[src/hdl/ddrmr_pkg.sv]
// Shared constants and types for the mode register and burst order block
package ddrmr_pkg;
   localparam int ADDR_W = 13;
   localparam int BA_W = 2;
   localparam int COL_W = 3;
   localparam int HALF_W = 4;
   // Pin bundle: {ck, cke, cs_b, ras_b, cas_b, we_b, ba, addr}
   localparam int PIN_W = ADDR_W + BA_W + 6;
   localparam int PIN_CK = PIN_W - 1;
   localparam int PIN_CKE = PIN_W - 2;
   localparam int PIN_CS = PIN_W - 3;
   localparam int PIN_RAS = PIN_W - 4;
   localparam int PIN_CAS = PIN_W - 5;
   localparam int PIN_WE = PIN_W - 6;
   localparam int PIN_BA_LSB = ADDR_W;
   // Mode register fields
   localparam int BL_LSB = 0;
   localparam int BL_MSB = 2;
   localparam int ORDER_BIT = 3;
   localparam int LAT_LSB = 4;
   localparam int LAT_MSB = 6;
   localparam int TEST_LSB = 7;
   localparam int TEST_MSB = 8;
   // Extended mode register fields
   localparam int EXT_DLL_BIT = 0;
   localparam int EXT_DRIVE_BIT = 1;
   // Bank select bit that picks the target register
   localparam int BA_SEL_BIT = 0;
   localparam logic [2:0] BL_CODE_2 = 3'h1;
   localparam logic [2:0] BL_CODE_4 = 3'h2;
   localparam logic [2:0] BL_CODE_8 = 3'h3;
   localparam logic [2:0] BL_MASK_2 = 3'h1;
   localparam logic [2:0] BL_MASK_4 = 3'h3;
   localparam logic [2:0] BL_MASK_8 = 3'h7;
   localparam logic [2:0] BL_MASK_NONE = 3'h0;
   localparam logic [2:0] LAT_CODE_2 = 3'h2;
   localparam logic [2:0] LAT_CODE_3 = 3'h3;
   localparam logic [2:0] LAT_CODE_25 = 3'h6;
   // Read latency in link half cycles
   localparam logic [HALF_W-1:0] LAT_HALF_2 = 4'h4;
   localparam logic [HALF_W-1:0] LAT_HALF_3 = 4'h6;
   localparam logic [HALF_W-1:0] LAT_HALF_25 = 4'h5;
   localparam logic [HALF_W-1:0] LAT_HALF_NONE = 4'h0;
   localparam logic [HALF_W-1:0] HALF_ONE = 4'h1;
   localparam logic [1:0] TEST_NORMAL = 2'h0;
   localparam logic [1:0] TEST_DLL_RESET = 2'h2;
   localparam logic [ADDR_W-1:0] REG_RST = 13'h0000;
   localparam logic [COL_W-1:0] COL_ZERO = 3'h0;
   localparam logic [COL_W-1:0] COL_ONE = 3'h1;
   typedef enum logic [1:0] {
      DDRMR_IDLE = 2'b00,
      DDRMR_WAIT = 2'b01,
      DDRMR_BURST = 2'b10
   } ddrmr_state_type;
endpackage

[src/hdl/ddrmr_burst_seq.sv]
// Column of one burst beat for sequential or interleave ordering
`timescale 1ns/1ps
module ddrmr_burst_seq (
   input wire logic [ddrmr_pkg::COL_W-1:0] start_col,
   input wire logic [ddrmr_pkg::COL_W-1:0] len_mask,
   input wire logic interleave,
   input wire logic [ddrmr_pkg::COL_W-1:0] beat_idx,
   output logic [ddrmr_pkg::COL_W-1:0] col
);
   import ddrmr_pkg::*;
   logic [COL_W-1:0] sum_col;
   logic [COL_W-1:0] seq_col;
   logic [COL_W-1:0] intl_col;
   // Wrap inside the aligned block; upper column bits pass untouched
   assign sum_col = start_col + beat_idx;
   assign seq_col = (sum_col & len_mask) | (start_col & ~len_mask);
   assign intl_col = start_col ^ (beat_idx & len_mask);
   assign col = interleave ? intl_col : seq_col;
endmodule

[src/hdl/ddrmr_top.sv]
// Mode and extended mode registers, read latency and burst column order
// How it works
// - Sequential order increments from start column, wrapping in the burst-length block.
// - Interleave order is start column low bits XOR a beat counter.
// - Mode bits 6:4 give read latency 2, 3 or 2.5 clocks.
// - Mode bits 8:7: 00 normal, 10 resets the delay-locked loop.
// - Bank select bit 0 picks mode or extended register; bit 1 reserved.
// - Extended register loads address bits when all command strobes are low and bank bit 0 is high.
// - Registers may be rewritten at any time with banks idle.
// - Extended bit 0 low enables the loop, high disables it.
// - Extended bit 1 low is full drive, high is weak drive.
// - Mode bits 2:0 give burst length 2, 4 or 8.
// - Mode bit 3 low is sequential order, high is interleave.
// - Mode register loads when strobes and bank bit 0 are low.
`timescale 1ns/1ps
module ddrmr_top (
   input wire logic clk_sys,
   input wire logic rst_b,
   input wire logic ck,
   input wire logic cke,
   input wire logic cs_b,
   input wire logic ras_b,
   input wire logic cas_b,
   input wire logic we_b,
   input wire logic [ddrmr_pkg::BA_W-1:0] ba,
   input wire logic [ddrmr_pkg::ADDR_W-1:0] addr,
   output logic [ddrmr_pkg::ADDR_W-1:0] mode_reg,
   output logic [ddrmr_pkg::ADDR_W-1:0] ext_mode_reg,
   output logic dll_enable,
   output logic drive_weak,
   output logic dll_reset_pulse,
   output logic mode_reserved,
   output logic [ddrmr_pkg::COL_W-1:0] burst_col,
   output logic beat_valid,
   output logic first_beat
);
   import ddrmr_pkg::*;
   logic [PIN_W-1:0] pin_s1_ff;
   logic [PIN_W-1:0] pin_s2_ff;
   logic ck_s3_ff;
   logic [ADDR_W-1:0] mode_reg_ff;
   logic [ADDR_W-1:0] ext_reg_ff;
   logic dll_reset_ff;
   logic reserved_ff;
   ddrmr_state_type state_ff;
   ddrmr_state_type nxt_state;
   logic [HALF_W-1:0] half_cnt_ff;
   logic [HALF_W-1:0] nxt_half_cnt;
   logic [COL_W-1:0] start_col_ff;
   logic [COL_W-1:0] beat_idx_ff;
   logic [COL_W-1:0] nxt_beat_idx;
   logic [COL_W-1:0] burst_col_ff;
   logic beat_valid_ff;
   logic first_beat_ff;
   logic emit;
   logic emit_first;
   logic [COL_W-1:0] seq_col;

   // Every pin, the link clock too, is synchronised before use
   always_ff @(posedge clk_sys) begin
      pin_s1_ff <= {ck, cke, cs_b, ras_b, cas_b, we_b, ba, addr};
      pin_s2_ff <= pin_s1_ff;
      ck_s3_ff <= pin_s2_ff[PIN_CK];
   end

   // Pins share one delay, so command bits line up with the detected edge
   wire ck_rise = pin_s2_ff[PIN_CK] & ~ck_s3_ff;
   wire ck_fall = ~pin_s2_ff[PIN_CK] & ck_s3_ff;
   wire ck_edge = ck_rise | ck_fall;
   wire [BA_W-1:0] ba_s = pin_s2_ff[PIN_BA_LSB +: BA_W];
   wire [ADDR_W-1:0] addr_s = pin_s2_ff[ADDR_W-1:0];
   wire cmd_ok = ck_rise & pin_s2_ff[PIN_CKE] & ~pin_s2_ff[PIN_CS];
   wire reg_set = cmd_ok & ~pin_s2_ff[PIN_RAS] & ~pin_s2_ff[PIN_CAS] & ~pin_s2_ff[PIN_WE];
   wire rd_cmd = cmd_ok & pin_s2_ff[PIN_RAS] & ~pin_s2_ff[PIN_CAS] & pin_s2_ff[PIN_WE];
   // Bank bit 1 is not decoded, so either value reaches the chosen register
   wire mode_load = reg_set & ~ba_s[BA_SEL_BIT];
   wire ext_load = reg_set & ba_s[BA_SEL_BIT];
   wire dll_rst_cmd = mode_load & (addr_s[TEST_MSB:TEST_LSB] == TEST_DLL_RESET);

   wire [2:0] bl_code = mode_reg_ff[BL_MSB:BL_LSB];
   wire [2:0] lat_code = mode_reg_ff[LAT_MSB:LAT_LSB];
   wire [COL_W-1:0] len_mask = (bl_code == BL_CODE_2) ? BL_MASK_2 :
                               (bl_code == BL_CODE_4) ? BL_MASK_4 :
                               (bl_code == BL_CODE_8) ? BL_MASK_8 : BL_MASK_NONE;
   wire [HALF_W-1:0] lat_half = (lat_code == LAT_CODE_2) ? LAT_HALF_2 :
                                (lat_code == LAT_CODE_3) ? LAT_HALF_3 :
                                (lat_code == LAT_CODE_25) ? LAT_HALF_25 : LAT_HALF_NONE;
   wire test_ok = mode_reg_ff[TEST_MSB:TEST_LSB] == TEST_NORMAL;
   // Reserved burst length or latency codes would give undefined reads, so such reads are dropped
   wire mode_ok = (len_mask != BL_MASK_NONE) & (lat_half != LAT_HALF_NONE);
   wire rd_take = rd_cmd & mode_ok;
   wire interleave = mode_reg_ff[ORDER_BIT];

   // Loads are never gated by bank state; keeping banks idle is the controller's part
   always_ff @(posedge clk_sys) begin
      if (!rst_b) begin
         mode_reg_ff <= REG_RST;
         ext_reg_ff <= REG_RST;
      end else begin
         if (mode_load) begin
            mode_reg_ff <= addr_s;
         end
         if (ext_load) begin
            ext_reg_ff <= addr_s;
         end
      end
   end

   always_ff @(posedge clk_sys) begin
      if (!rst_b) begin
         dll_reset_ff <= 1'b0;
         reserved_ff <= 1'b1;
      end else begin
         dll_reset_ff <= dll_rst_cmd;
         reserved_ff <= ~(mode_ok & test_ok);
      end
   end

   ddrmr_burst_seq u_seq (
      .start_col(start_col_ff),
      .len_mask(len_mask),
      .interleave(interleave),
      .beat_idx(beat_idx_ff),
      .col(seq_col)
   );

   // Latency counts link half cycles, so 2.5 lands on a falling edge by itself
   always_comb begin
      nxt_state = state_ff;
      nxt_half_cnt = half_cnt_ff;
      nxt_beat_idx = beat_idx_ff;
      emit = 1'b0;
      emit_first = 1'b0;
      case (state_ff)
         DDRMR_IDLE: begin
         end
         DDRMR_WAIT: begin
            if (ck_edge) begin
               nxt_half_cnt = half_cnt_ff + HALF_ONE;
               if (nxt_half_cnt == lat_half) begin
                  emit = 1'b1;
                  emit_first = 1'b1;
                  nxt_state = DDRMR_BURST;
               end
            end
         end
         DDRMR_BURST: begin
            if (ck_edge) begin
               emit = 1'b1;
            end
         end
         default: begin
            nxt_state = DDRMR_IDLE;
         end
      endcase
      if (emit) begin
         nxt_beat_idx = beat_idx_ff + COL_ONE;
         if (beat_idx_ff == len_mask) begin
            nxt_state = DDRMR_IDLE;
         end
      end
      // A new read interrupts whatever burst is running
      if (rd_take) begin
         nxt_state = DDRMR_WAIT;
         nxt_half_cnt = LAT_HALF_NONE;
         nxt_beat_idx = COL_ZERO;
      end
   end

   always_ff @(posedge clk_sys) begin
      if (!rst_b) begin
         state_ff <= DDRMR_IDLE;
         half_cnt_ff <= LAT_HALF_NONE;
         beat_idx_ff <= COL_ZERO;
         start_col_ff <= COL_ZERO;
      end else begin
         state_ff <= nxt_state;
         half_cnt_ff <= nxt_half_cnt;
         beat_idx_ff <= nxt_beat_idx;
         if (rd_take) begin
            start_col_ff <= addr_s[COL_W-1:0];
         end
      end
   end

   always_ff @(posedge clk_sys) begin
      if (!rst_b) begin
         burst_col_ff <= COL_ZERO;
         beat_valid_ff <= 1'b0;
         first_beat_ff <= 1'b0;
      end else begin
         beat_valid_ff <= emit & ~rd_take;
         first_beat_ff <= emit_first & ~rd_take;
         if (emit) begin
            burst_col_ff <= seq_col;
         end
      end
   end

   assign mode_reg = mode_reg_ff;
   assign ext_mode_reg = ext_reg_ff;
   assign dll_enable = ~ext_reg_ff[EXT_DLL_BIT];
   assign drive_weak = ext_reg_ff[EXT_DRIVE_BIT];
   assign dll_reset_pulse = dll_reset_ff;
   assign mode_reserved = reserved_ff;
   assign burst_col = burst_col_ff;
   assign beat_valid = beat_valid_ff;
   assign first_beat = first_beat_ff;

   // Helper logic read only by the checks below
   logic [HALF_W-1:0] hlp_edges_ff;
   logic [COL_W:0] hlp_beats_ff;
   logic hlp_fall_ff;
   always_ff @(posedge clk_sys) begin
      if (!rst_b || rd_take) begin
         hlp_edges_ff <= LAT_HALF_NONE;
         hlp_beats_ff <= '0;
      end else begin
         if (ck_edge && state_ff == DDRMR_WAIT) begin
            hlp_edges_ff <= hlp_edges_ff + HALF_ONE;
         end
         if (beat_valid_ff) begin
            hlp_beats_ff <= hlp_beats_ff + 1'b1;
         end
      end
   end
   always_ff @(posedge clk_sys) begin
      hlp_fall_ff <= ck_fall;
   end
endmodule

[config.mk]
export PLATFORM = sky130hd
export DESIGN_NAME = ddrmr_top
export DESIGN_NICKNAME = d
export VERILOG_FILES = /design/src/hdl/ddrmr_pkg.sv /design/src/hdl/ddrmr_burst_seq.sv /design/src/hdl/ddrmr_top.sv
export SDC_FILE = /design/constraint.sdc
export NUM_CORES = 1
export LEC_CHECK = 0
export ABC_AREA = 1
export BUFFER_PORTS_ARGS = -buffer_cell sky130_fd_sc_hd__buf_2
export CELL_PAD_IN_SITES_DETAIL_PLACEMENT = 1
export CELL_PAD_IN_SITES_GLOBAL_PLACEMENT = 1
export CORE_AREA = 5 5 95 97
export CTS_BUF_LIST = sky130_fd_sc_hd__clkbuf_8
export CTS_CLUSTER_SIZE = 24
export DETAILED_ROUTE_END_ITERATION = 12
export DIE_AREA = 0 0 100 102
export MAX_ROUTING_LAYER = met4
export PLACE_DENSITY = 0.82
export SETUP_SLACK_MARGIN = 0.5
export SLEW_MARGIN = 20
export SYNTH_ARGS = -nofsm -noshare
export SYNTH_HDL_FRONTEND = slang
export SYNTH_SLANG_ARGS = --single-unit
[constraint.sdc]
create_clock -name clk_sys -period 1.5 [get_ports clk_sys]
set_input_delay 0.075 -clock clk_sys [delete_from_list [all_inputs] [get_ports clk_sys]]
set_output_delay 0.075 -clock clk_sys [all_outputs]
set_load 0.005 [all_outputs]
# --- Yosys cells after proc, flatten, opt, wreduce, memory -nomap -nowiden ---
# Index checks and enable logic that the tools add are counted.
word_totals:
  register_bits: 88
  latch_bits: 0
  mem_bits_rw: 0
  rom_bits: 0
  input_bits: 23
  n_memories: 0
classes:
  addsub: 3
  multipliers: 0
  div_mod_pow: 0
  magnitude_cmp: 0
  n_eq_ne: 11
  shift: 0
  mux: 18
  bitwise_logic: 36
  n_reduce_logical: 7
op_table:
  columns: ["cell", "n"]
  rows:
  - ["3-bit two-way mux", 7]
  - ["1-bit AND", 18]
  - ["3-bit by 2-bit == test with 1-bit output, second input constant", 4]
  - ["1-bit inverter", 11]
  - ["3-bit AND", 3]
  - ["2-bit two-way mux", 4]
  - ["1-bit two-way mux", 5]
  - ["4-bit by 1-bit adder with 4-bit output, second input constant", 1]
  - ["2-bit == test, second input constant", 2]
  - ["4-bit by 3-bit == test with 1-bit output", 1]
  - ["2-bit zero test", 2]
  - ["2-bit case mux with 2 select lines", 1]
  - ["4-bit nonzero test", 1]
  - ["2-bit OR reduction", 2]
  - ["3-bit by 1-bit adder with 3-bit output, second input constant", 1]
  - ["3-bit adder", 1]
  - ["3-bit by 1-bit == test with 1-bit output, second input constant", 1]
  - ["3-bit == test", 1]
  - ["3-bit == test, second input constant", 1]
  - ["3-bit inverter", 1]
  - ["3-bit OR", 1]
  - ["3-bit nonzero test", 1]
  - ["3-bit XOR", 1]
  - ["2-bit by 1-bit == test with 1-bit output, second input constant", 1]
  - ["3 further kinds", 3]

# --- Longest topological paths before layout ---
# Gate-level depths: netlist of run 1.
depth:
  word_depth: 11
  depth_mapped: 14

# --- Cells and area by module ---
# A second synthesis of run 1 with hierarchy kept.
hier_totals:
  cells_unflattened: 328
  hier_area_um2: 2876.5
modules_own_cells:
  columns: ["mod", "n_inst", "cells_each", "area_each_um2"]
  rows:
  - ["ddrmr_top", 1, 302, 2733.9]
  - ["ddrmr_burst_seq", 1, 26, 142.6]

# --- Least setup slack after synthesis of run 1 ---
# Ideal clock, no wire load.
synth_path:
  kind: "flip-flop to flip-flop"
  start: "register beat_idx_ff[0]"
  end: "register burst_col_ff[2] (netlist: burst_col[2])"
  arrival_ns: 1.459
  required_ns: 1.387
  path_slack_ns: -0.072
  path_stages_with_launch: 11
  path_buffers: 0
  period_less_slack_ns: 1.572
  path_cell_list: "dfxtp_1 ha_1 inv_1 fa_1 xnor2_1 nand3_1 nand2_1 xor2_1 nand2_1 nand2_1 nor2_1"
synth_between:
  elab_chain_cells: 4
synth_lines:
  columns: ["item", "line_no", "source"]
  rows:
  - ["start, declared", "ddrmr_top.sv:50", "logic [COL_W-1:0] beat_idx_ff;"]
  - ["start signal, assigned", "ddrmr_top.sv:179", "beat_idx_ff <= nxt_beat_idx;"]
  - ["3-bit adder", "ddrmr_burst_seq.sv:15", "assign sum_col = start_col + beat_idx;"]
  - ["3-bit AND", "ddrmr_burst_seq.sv:16", "assign seq_col = (sum_col & len_mask) | (start_col & ~len_mask);"]
  - ["3-bit OR", "ddrmr_burst_seq.sv:16", null]
  - ["3-bit two-way mux", "ddrmr_burst_seq.sv:18", "assign col = interleave ? intl_col : seq_col;"]
  - ["end signal, assigned", "ddrmr_top.sv:195", "burst_col_ff <= seq_col;"]
  - ["end, declared", "ddrmr_top.sv:52", "logic [COL_W-1:0] burst_col_ff;"]
# No other way between the ends.
# A chain may end at the register's enable or synchronous reset.

# --- Worst setup path after layout of run 1 ---
layout_path:
  start: "register start_col_ff[0]"
  end: "register burst_col_ff[2] (netlist: burst_col[2])"
layout_between:
  elab_chain_cells: 4
layout_lines:
  columns: ["item", "line_no", "source"]
  rows:
  - ["start, declared", "ddrmr_top.sv:49", "logic [COL_W-1:0] start_col_ff;"]
  - ["start signal, assigned", "ddrmr_top.sv:181", "start_col_ff <= addr_s[COL_W-1:0];"]
  - ["3-bit adder", "ddrmr_burst_seq.sv:15", null]
  - ["3-bit AND", "ddrmr_burst_seq.sv:16", null]
  - ["3-bit OR", "ddrmr_burst_seq.sv:16", null]
  - ["3-bit two-way mux", "ddrmr_burst_seq.sv:18", null]
# No other way between the ends.

==> results of run 1 <==
-- stage by stage --
stage                     area [µm²]  std cells  total power (W)
after floorplan                 3050        321          0.00247
after global placement          3530        491          0.00252
after detailed placement        3530        491          0.00253
after CTS                       4330        545          0.00414
after global routing            4470        547          0.00432
final                           4470        547          0.00417
-- logic make-up after synthesis --
family          count (synthesis)  synth area share
compound gates                 57            0.0990
xor+xnor                        5            0.0149
fa+ha+maj                      12            0.0535
buf+inv                        45            0.0633
flops                          86             0.585
simple gates                  116             0.184
-- layout make-up --
cell class | count | area [µm²] | area share
clock buffers | 9 | 124 | 0.0277
clock inverters | 7 | 66.3 | 0.0149
inverters | 36 | 173 | 0.0387
multi-input cells | 190 | 1300 | 0.291
flip-flops and latches | 86 | 1760 | 0.393
well taps | 105 | 131 | 0.0294
repair buffers | 113 | 903 | 0.202
repair inverters | 1 | 11.3 | 0.00252
-- placed cells by master, fill, tap and decap left out, types with 3 or more instances in the layout --
cell | Yosys | final
sky130_fd_sc_hd__a21oi_1 | 21 | 13
sky130_fd_sc_hd__a21oi_2 | 0 | 8
sky130_fd_sc_hd__buf_12 | 0 | 3
sky130_fd_sc_hd__buf_2 | 0 | 53
sky130_fd_sc_hd__buf_4 | 3 | 19
sky130_fd_sc_hd__buf_6 | 0 | 16
sky130_fd_sc_hd__clkbuf_8 | 0 | 9
sky130_fd_sc_hd__dfxtp_1 | 86 | 68
sky130_fd_sc_hd__dfxtp_2 | 0 | 13
sky130_fd_sc_hd__dfxtp_4 | 0 | 5
sky130_fd_sc_hd__dlygate4sd3_1 | 0 | 20
sky130_fd_sc_hd__ha_1 | 11 | 8
sky130_fd_sc_hd__ha_4 | 0 | 3
sky130_fd_sc_hd__inv_1 | 31 | 21
sky130_fd_sc_hd__inv_2 | 4 | 8
sky130_fd_sc_hd__inv_4 | 0 | 4
sky130_fd_sc_hd__inv_6 | 0 | 3
sky130_fd_sc_hd__inv_8 | 0 | 4
sky130_fd_sc_hd__nand2_1 | 34 | 23
sky130_fd_sc_hd__nand2_2 | 3 | 9
sky130_fd_sc_hd__nand2_4 | 2 | 5
sky130_fd_sc_hd__nand3_1 | 8 | 6
sky130_fd_sc_hd__nand4_1 | 3 | 3
sky130_fd_sc_hd__nor2_1 | 56 | 42
sky130_fd_sc_hd__nor2_2 | 0 | 14
sky130_fd_sc_hd__o21ai_0 | 32 | 10
sky130_fd_sc_hd__o21ai_1 | 2 | 19
sky130_fd_sc_hd__o21ai_2 | 1 | 5
sky130_fd_sc_hd__xnor2_1 | 3 | 3
-- worst register-to-register path: stages (launching register included) --
cell and delay (ns):
sky130_fd_sc_hd__dfxtp_4 0.38, sky130_fd_sc_hd__ha_4 0.13, sky130_fd_sc_hd__inv_2 0.03, sky130_fd_sc_hd__fa_2 0.33
sky130_fd_sc_hd__xnor2_1 0.15, sky130_fd_sc_hd__nand3_1 0.09, sky130_fd_sc_hd__nand2_1 0.11, sky130_fd_sc_hd__xor2_2 0.19
sky130_fd_sc_hd__nand2_4 0.06, sky130_fd_sc_hd__nand2_2 0.05, sky130_fd_sc_hd__nor2_1 0.04
-- worst max path at each step --
stage / to / slack (ns) / start / cells after the start
2_1_floorplan: burst_col[2] / 0.005 / beat_idx_ff[0] / 10
3_3_place_gp: burst_col[2] / -0.03 / start_col_ff[0] / 10
3_5_place_dp: burst_col[1] / -0.08 / half_cnt_ff[0] / 12
4_1_cts: burst_col[1] / -0.07 / half_cnt_ff[0] / 12
5_1_grt: burst_col[1] / -0.22 / half_cnt_ff[0] / 12
6_report: burst_col[2] / -0.15 / start_col_ff[0] / 10
-- layer usage --
layer  wire [µm]  vias up  part of all wire  global-route usage
met5           0        -                 0                   -
met4         227        0             0.023              0.0881
li1            -     1264                 -                   -
met2        5470       70              0.55               0.362
met1        3950     1323              0.39               0.215
met3         361       21             0.036              0.0389
-- power by group through the flow --
stage               clock, W  sequential (W)  combinational (W)
floorplan                  0         0.00241          0.0000588
global placement           0         0.00242           0.000107
detailed placement         0         0.00242           0.000110
CTS                  0.00159         0.00237           0.000179
global route         0.00172         0.00238           0.000221
finish               0.00159         0.00237           0.000206
-- timing repair --
| action | in CTS | in global routing |
|---|---|---|
| gates resized for setup | 64 | 42 |
| gates cloned | 3 | 0 |
| hold endpoints to repair | 20 | 0 |
| buffers inserted | 15 | 2 |
| hold buffers | 20 | 0 |
| endpoints found under the setup margin | 47 | 55 |
| pin swaps | 13 | 13 |
==> flow_metrics.tcl, run 1 <==
set metrics [dict create \
    outcome "complete, but fails checks" \
    violations "negative setup slack" \
    globalplace.congestion 0.816 \
    synthDominantCellAreaShare 0.585 \
    finish.utilization 0.555 \
    grt_remaining_overflow 0 \
    worstReg2RegStart "start_col_ff[0]" \
    drt.antenna.violating_nets 0 \
    pwr_dens_nw_per_um2 934 \
    synthesis.yosys.warnings 0 \
    r2r_cells 10 \
    detailed_place_hpwl_um 5060 \
    timing.final.crit_share 1.10 \
    worst_slew_margin_rel 0.751 \
    worstHoldStart "rst_b" \
    tritoncts "built" \
    ys_top_cells_by_area "sky130_fd_sc_hd__dfxtp_1 58%, sky130_fd_sc_hd__nor2_1 7.1%, sky130_fd_sc_hd__o21ai_0 5.4%" \
    max-cap-violations 0 \
    drt-initial-drc-count 132 \
    routed_wirelength_um 10000 \
    reported_leakage_power_nw 1.95 \
    power.ir.vdd_worst_mv 0.808 \
    worstReg2RegEnd "burst_col[2]" \
    grt_first_pass_wirelength_um 15200 \
    synth_fp_nets 356 \
    synth_cell_type_count 30 \
    syn_area_um2 2940 \
    power.internal_w 0.00308 \
    drive_gt1_frac 0.459 \
    clkSlewWorstSetupHoldPaths_ns 0.10 \
    worstSetupEndpointType "register" \
    synth_top_cells_by_count "86 x sky130_fd_sc_hd__dfxtp_1, 56 x sky130_fd_sc_hd__nor2_1, 34 x sky130_fd_sc_hd__nand2_1" \
    first_global_vias 2923 \
    synth_most_common_cell "sky130_fd_sc_hd__dfxtp_1" \
    clockRootBuffer "sky130_fd_sc_hd__clkbuf_8" \
    cp_max_stage_delay_ns 0.38 \
    rows 33 \
    synth_cells 321 \
    insertion_delay_ns 0.37 \
    syn_to_final_growth_pct 51.7 \
    largest_net_degree_at_the_start_of_global_routing 34 \
    timing.critical_path.cells "ha_4, inv_2, fa_2, xnor2_1, nand3_1, nand2_1, xor2_2, nand2_4, nand2_2, nor2_1" \
    die-height_um 102 \
    pin_slew_with_the_least_headroom_to_its_limit_ns 0.373 \
    drv_slew 0 \
    cts_sink_count 86 \
    min_period_ns 1.65 \
    synth-edff-count 0 \
    net_sw_power_w 0.00109 \
    clock_skew_ns 0.00945 \
    num_antenna_cells 0 \
    rsz0062_at_grt "yes" \
    worst-r2r-setup-slack_ns -0.15 \
    htreeDepth 3 \
    slowest_stage "sky130_fd_sc_hd__dfxtp_4" \
    fp.dieArea_um2 10200 \
    clkPwrFrac 0.382 \
    largest_registers "pin_s1_ff x20, pin_s2_ff x20" \
    worst_path_required_time_ns 1.77 \
    numCtsBuffers 9 \
    timing_worst_setup_path_type "reg2reg" \
    cp-start-kind "register" \
    preCtsSetupSlack_ns -0.0783 \
    timing.fmax_ghz 0.604 \
    ys_dominant_reg_cell "sky130_fd_sc_hd__dfxtp_1" \
    vias 2678 \
    grt_usage 0.201 \
    drc 0 \
    port_buffers 56 \
    synth_seq_area_share 0.585 \
    cp_max_fo 2 \
    nNetsFinal 472 \
    yosys_reg_bits 86 \
    die_width_um 100 \
    hold_path_class "in2reg" \
    post_drt_via_cell_ratio 4.90 \
    sequentialPowerShare 0.569 \
    start_util 0.366 \
    filler_cell_count 889 \
    hold-path-cell-count 3 \
    comb_power_share 0.049 \
    ys_async_sr_fraction 0 \
    core_um2 8050 \
    worst_path_dominant_cell_family "adder cells" \
    hold_viol 0 \
    critical_path_buf_inv_count 1 \
    number_of_setup_violations_in_the_final_report 28 \
    grt_antenna_before_repair 0 \
    io-pin-count 58 \
    fin_hold_ws_ns 0.108 \
    worst_ep_arrival_time_ns 1.93 \
    worst_hold_path.endpoint "state_ff[0]" \
    post_drt_wl_per_cell_um 18.3 \
    ctsLongestPathBuffers 2 \
    post-synth-top-area-cell "sky130_fd_sc_hd__dfxtp_1" \
    drt-pass1-iter-count 4 \
    synthesis.area_per_instance_um2 9.17 \
    power.switching_fraction 0.260 \
    totalNegativeSetupSlack_ns -1.42 \
    timing.final.ws_setup_ns -0.154 \
]
(Power assumes the default switching activity.)
==> run 2, diff against run 1 <==
ABC_AREA = 0   (was 1)
CORE_AREA = 5 5 93 95   (was 5 5 95 97)
DIE_AREA = 0 0 98 100   (was 0 0 100 102)
PLACE_DENSITY = 0.84   (was 0.82)
SKIP_CTS_REPAIR_TIMING = 1   (was not set)
==> run 2 against run 1 <==
- the flow still finishes with violations (negative setup slack)
- flip-flop and latch count unchanged
- highest routed layer unchanged
- global-route usage down 5.5 points
- sequential power about the same
- worst hold slack worse by 0.030 ns
==> flow_metrics.tcl, run 2 <==
set metrics [dict create \
    synth_cells 264 \
    synth_top_cells_by_count "86 x sky130_fd_sc_hd__dfxtp_1, 35 x sky130_fd_sc_hd__nor2b_1, 32 x sky130_fd_sc_hd__mux2i_1" \
    nNetsFinal 419 \
    synthDominantCellAreaShare 0.577 \
    tritoncts "built" \
    violations "negative setup slack" \
    die_width_um 98 \
    worst_slew_margin_rel 0.812 \
    finalNonFillerCells 491 \
    port_buffers 56 \
    power.ir.vdd_worst_mv 0.897 \
    worstReg2RegStart "half_cnt_ff[1]" \
    critical_path.startpoint "half_cnt_ff[1]" \
    synth-edff-count 0 \
    timing.final.crit_share 1.33 \
    cp_max_fo 10 \
    drv_slew 0 \
    rsz0062_at_grt "yes" \
    synth_fp_nets 299 \
    post-synth-top-area-cell "sky130_fd_sc_hd__dfxtp_1" \
    outcome "complete, but fails checks" \
    worst_path_required_time_ns 1.75 \
    syn_area_um2 2980 \
    rows 32 \
    totalNegativeSetupSlack_ns -4.33 \
    ys_async_sr_fraction 0 \
    worstSetupEndpointType "register" \
    dpl.cell_count 448 \
    cts_sink_count 86 \
    timing.fmax_ghz 0.502 \
    grt_usage 0.147 \
    routed_wirelength_um 8560 \
    worstReg2RegEnd "state_ff[0]" \
    hold-path-cell-count 2 \
    hold_path_class "in2reg" \
    placement.cell_area_um2 3690 \
    worstHoldStart "rst_b" \
    grt_remaining_overflow 0 \
    ctsLongestPathBuffers 2 \
    worst-r2r-setup-slack_ns -0.49 \
    layout_commonest_cell "sky130_fd_sc_hd__dfxtp_1" \
    synth_seq_area_share 0.577 \
    clockRootBuffer "sky130_fd_sc_hd__clkbuf_8" \
    io-pin-count 58 \
    synth_most_common_cell "sky130_fd_sc_hd__dfxtp_1" \
    die-height_um 100 \
    max-cap-violations 0 \
    ys_dominant_reg_cell "sky130_fd_sc_hd__dfxtp_1" \
    start_util 0.390 \
    reported_leakage_power_nw 1.90 \
    num_antenna_cells 0 \
    min_period_ns 1.99 \
    clkSlewWorstSetupHoldPaths_ns 0.09 \
    mostFrequentLayoutCells "72 x sky130_fd_sc_hd__dfxtp_1, 50 x sky130_fd_sc_hd__buf_2, 35 x sky130_fd_sc_hd__nor2b_1" \
    drt-pass1-iter-count 4 \
    grt_antenna_before_repair 0 \
    htreeDepth 3 \
    r2r_cells 8 \
    number_of_setup_violations_in_the_final_report 17 \
    worst_hold_path.endpoint "burst_col[2]" \
    yosys_reg_bits 86 \
    worst_ep_arrival_time_ns 2.24 \
    pin_slew_with_the_least_headroom_to_its_limit_ns 0.282 \
    first_global_vias 2345 \
    syn_to_final_growth_pct 47.7 \
    drt-initial-drc-count 124 \
    drt.antenna.violating_nets 0 \
    grt_first_pass_wirelength_um 11200 \
    largest_registers "pin_s1_ff x20, pin_s2_ff x20" \
    timing.final.ws_setup_ns -0.494 \
    detailed_place_hpwl_um 4950 \
    drc 0 \
    vias 2356 \
    insertion_delay_ns 0.36 \
    drive_gt1_frac 0.406 \
    synth_cell_type_count 36 \
    largest_net_degree_at_the_start_of_global_routing 33 \
    synthesis.yosys.warnings 0 \
    pwr_dens_nw_per_um2 1000 \
    final_cell_area_um2 4400 \
    fp.dieArea_um2 9800 \
    clock_skew_ns 0.0143 \
    post_drt_wl_per_cell_um 17.4 \
    synthesis.area_per_instance_um2 11.3 \
    numCtsBuffers 9 \
    timing_worst_setup_path_type "reg2reg" \
    post_drt_via_cell_ratio 4.80 \
    globalplace.congestion 0.813 \
    finish.utilization 0.576 \
    core_um2 7650 \
    ys_top_cells_by_area "sky130_fd_sc_hd__dfxtp_1 58%, sky130_fd_sc_hd__mux2i_1 11%, sky130_fd_sc_hd__nor2b_1 7.3%" \
    hold_viol 0 \
    cp-start-kind "register" \
    filler_cell_count 802 \
]
run 2: cell count changes in the layout (fill, tap and decap cells not counted), sizes merged, moves of 3 or more:
cell	delta
xnor2	+3
o21ai	-30
nor2b	+35
nor2	-49
mux2i	+32
nand2	-22
nor3	+4
buf	+5
nand3	-4
inv	-26
a21oi	-16
run 2: cells by family (layout without fill, tap and decap cells):
group,after synthesis,count (layout),synth area share
AO/OA/AOI/OAI,19,19,0.0436
XOR/XNOR,9,9,0.0264
adder cells (fa/ha/maj),12,12,0.0529
buffers and inverters,21,146,0.0323
flip-flops,86,86,0.577
multiplexers,32,32,0.107
AND/OR/NAND/NOR,85,85,0.160
run 2: worst max-delay path by stage:
| stage | end | slack [ns] | cells past startpoint |
|---|---|---|---|
| after floorplan | state_ff[0] | -0.46 | 8 |
| after global placement | state_ff[0] | -0.40 | 8 |
| after detailed placement | state_ff[0] | -0.48 | 8 |
| after CTS | state_ff[0] | -0.50 | 8 |
| after global routing | burst_col[0] | -0.60 | 9 |
| final | state_ff[0] | -0.49 | 8 |
run 2: per-layer routing:
metal | global-route usage | routed length [µm] | up-vias
li1 | - | - | 1124
met1 | 0.160 | 3260 | 1149
met2 | 0.264 | 4770 | 65
met3 | 0.0382 | 389 | 18
met4 | 0.0415 | 146 | 0
met5 | - | 0 | -
run 2: report_power, final:
part           leakage, nW  internal, W  switching, W
logic                 1.07    0.0000938     0.0000542
registers            0.715      0.00234     0.0000341
clock network        0.118     0.000976      0.000912
run 2: metrics by stage:
| step | setup slack (ns) | hold WS, ns | power (W) |
|---|---|---|---|
| final | -0.494 | 0.0776 | 0.00441 |
| after CTS | -0.502 | -0.208 | 0.00438 |
| after floorplan | -0.463 | 0.103 | 0.00246 |
| after global placement | -0.400 | 0.177 | 0.00251 |
| after global routing | -0.600 | 0.0671 | 0.00457 |
| after detailed placement | -0.476 | 0.179 | 0.00252 |
run 2: cell type report:
type	instances	area, µm²	share of cell area
clock inverter	7	111	0.0253
sequential	86	1750	0.397
clock buffer	9	124	0.0281
timing repair buffer	120	935	0.212
tap	102	128	0.0290
inverter	10	37.5	0.00853
multi-input combinational	157	1320	0.300
run 2: critical path, stage by stage, from the launching register on:
cell	delay, ns
sky130_fd_sc_hd__dfxtp_2	0.34
sky130_fd_sc_hd__ha_4	0.24
sky130_fd_sc_hd__or3_4	0.37
sky130_fd_sc_hd__o2bb2ai_2	0.13
sky130_fd_sc_hd__a31oi_2	0.06
sky130_fd_sc_hd__o41ai_2	0.20
sky130_fd_sc_hd__buf_4	0.24
sky130_fd_sc_hd__nand2_2	0.07
sky130_fd_sc_hd__a31o_1	0.22
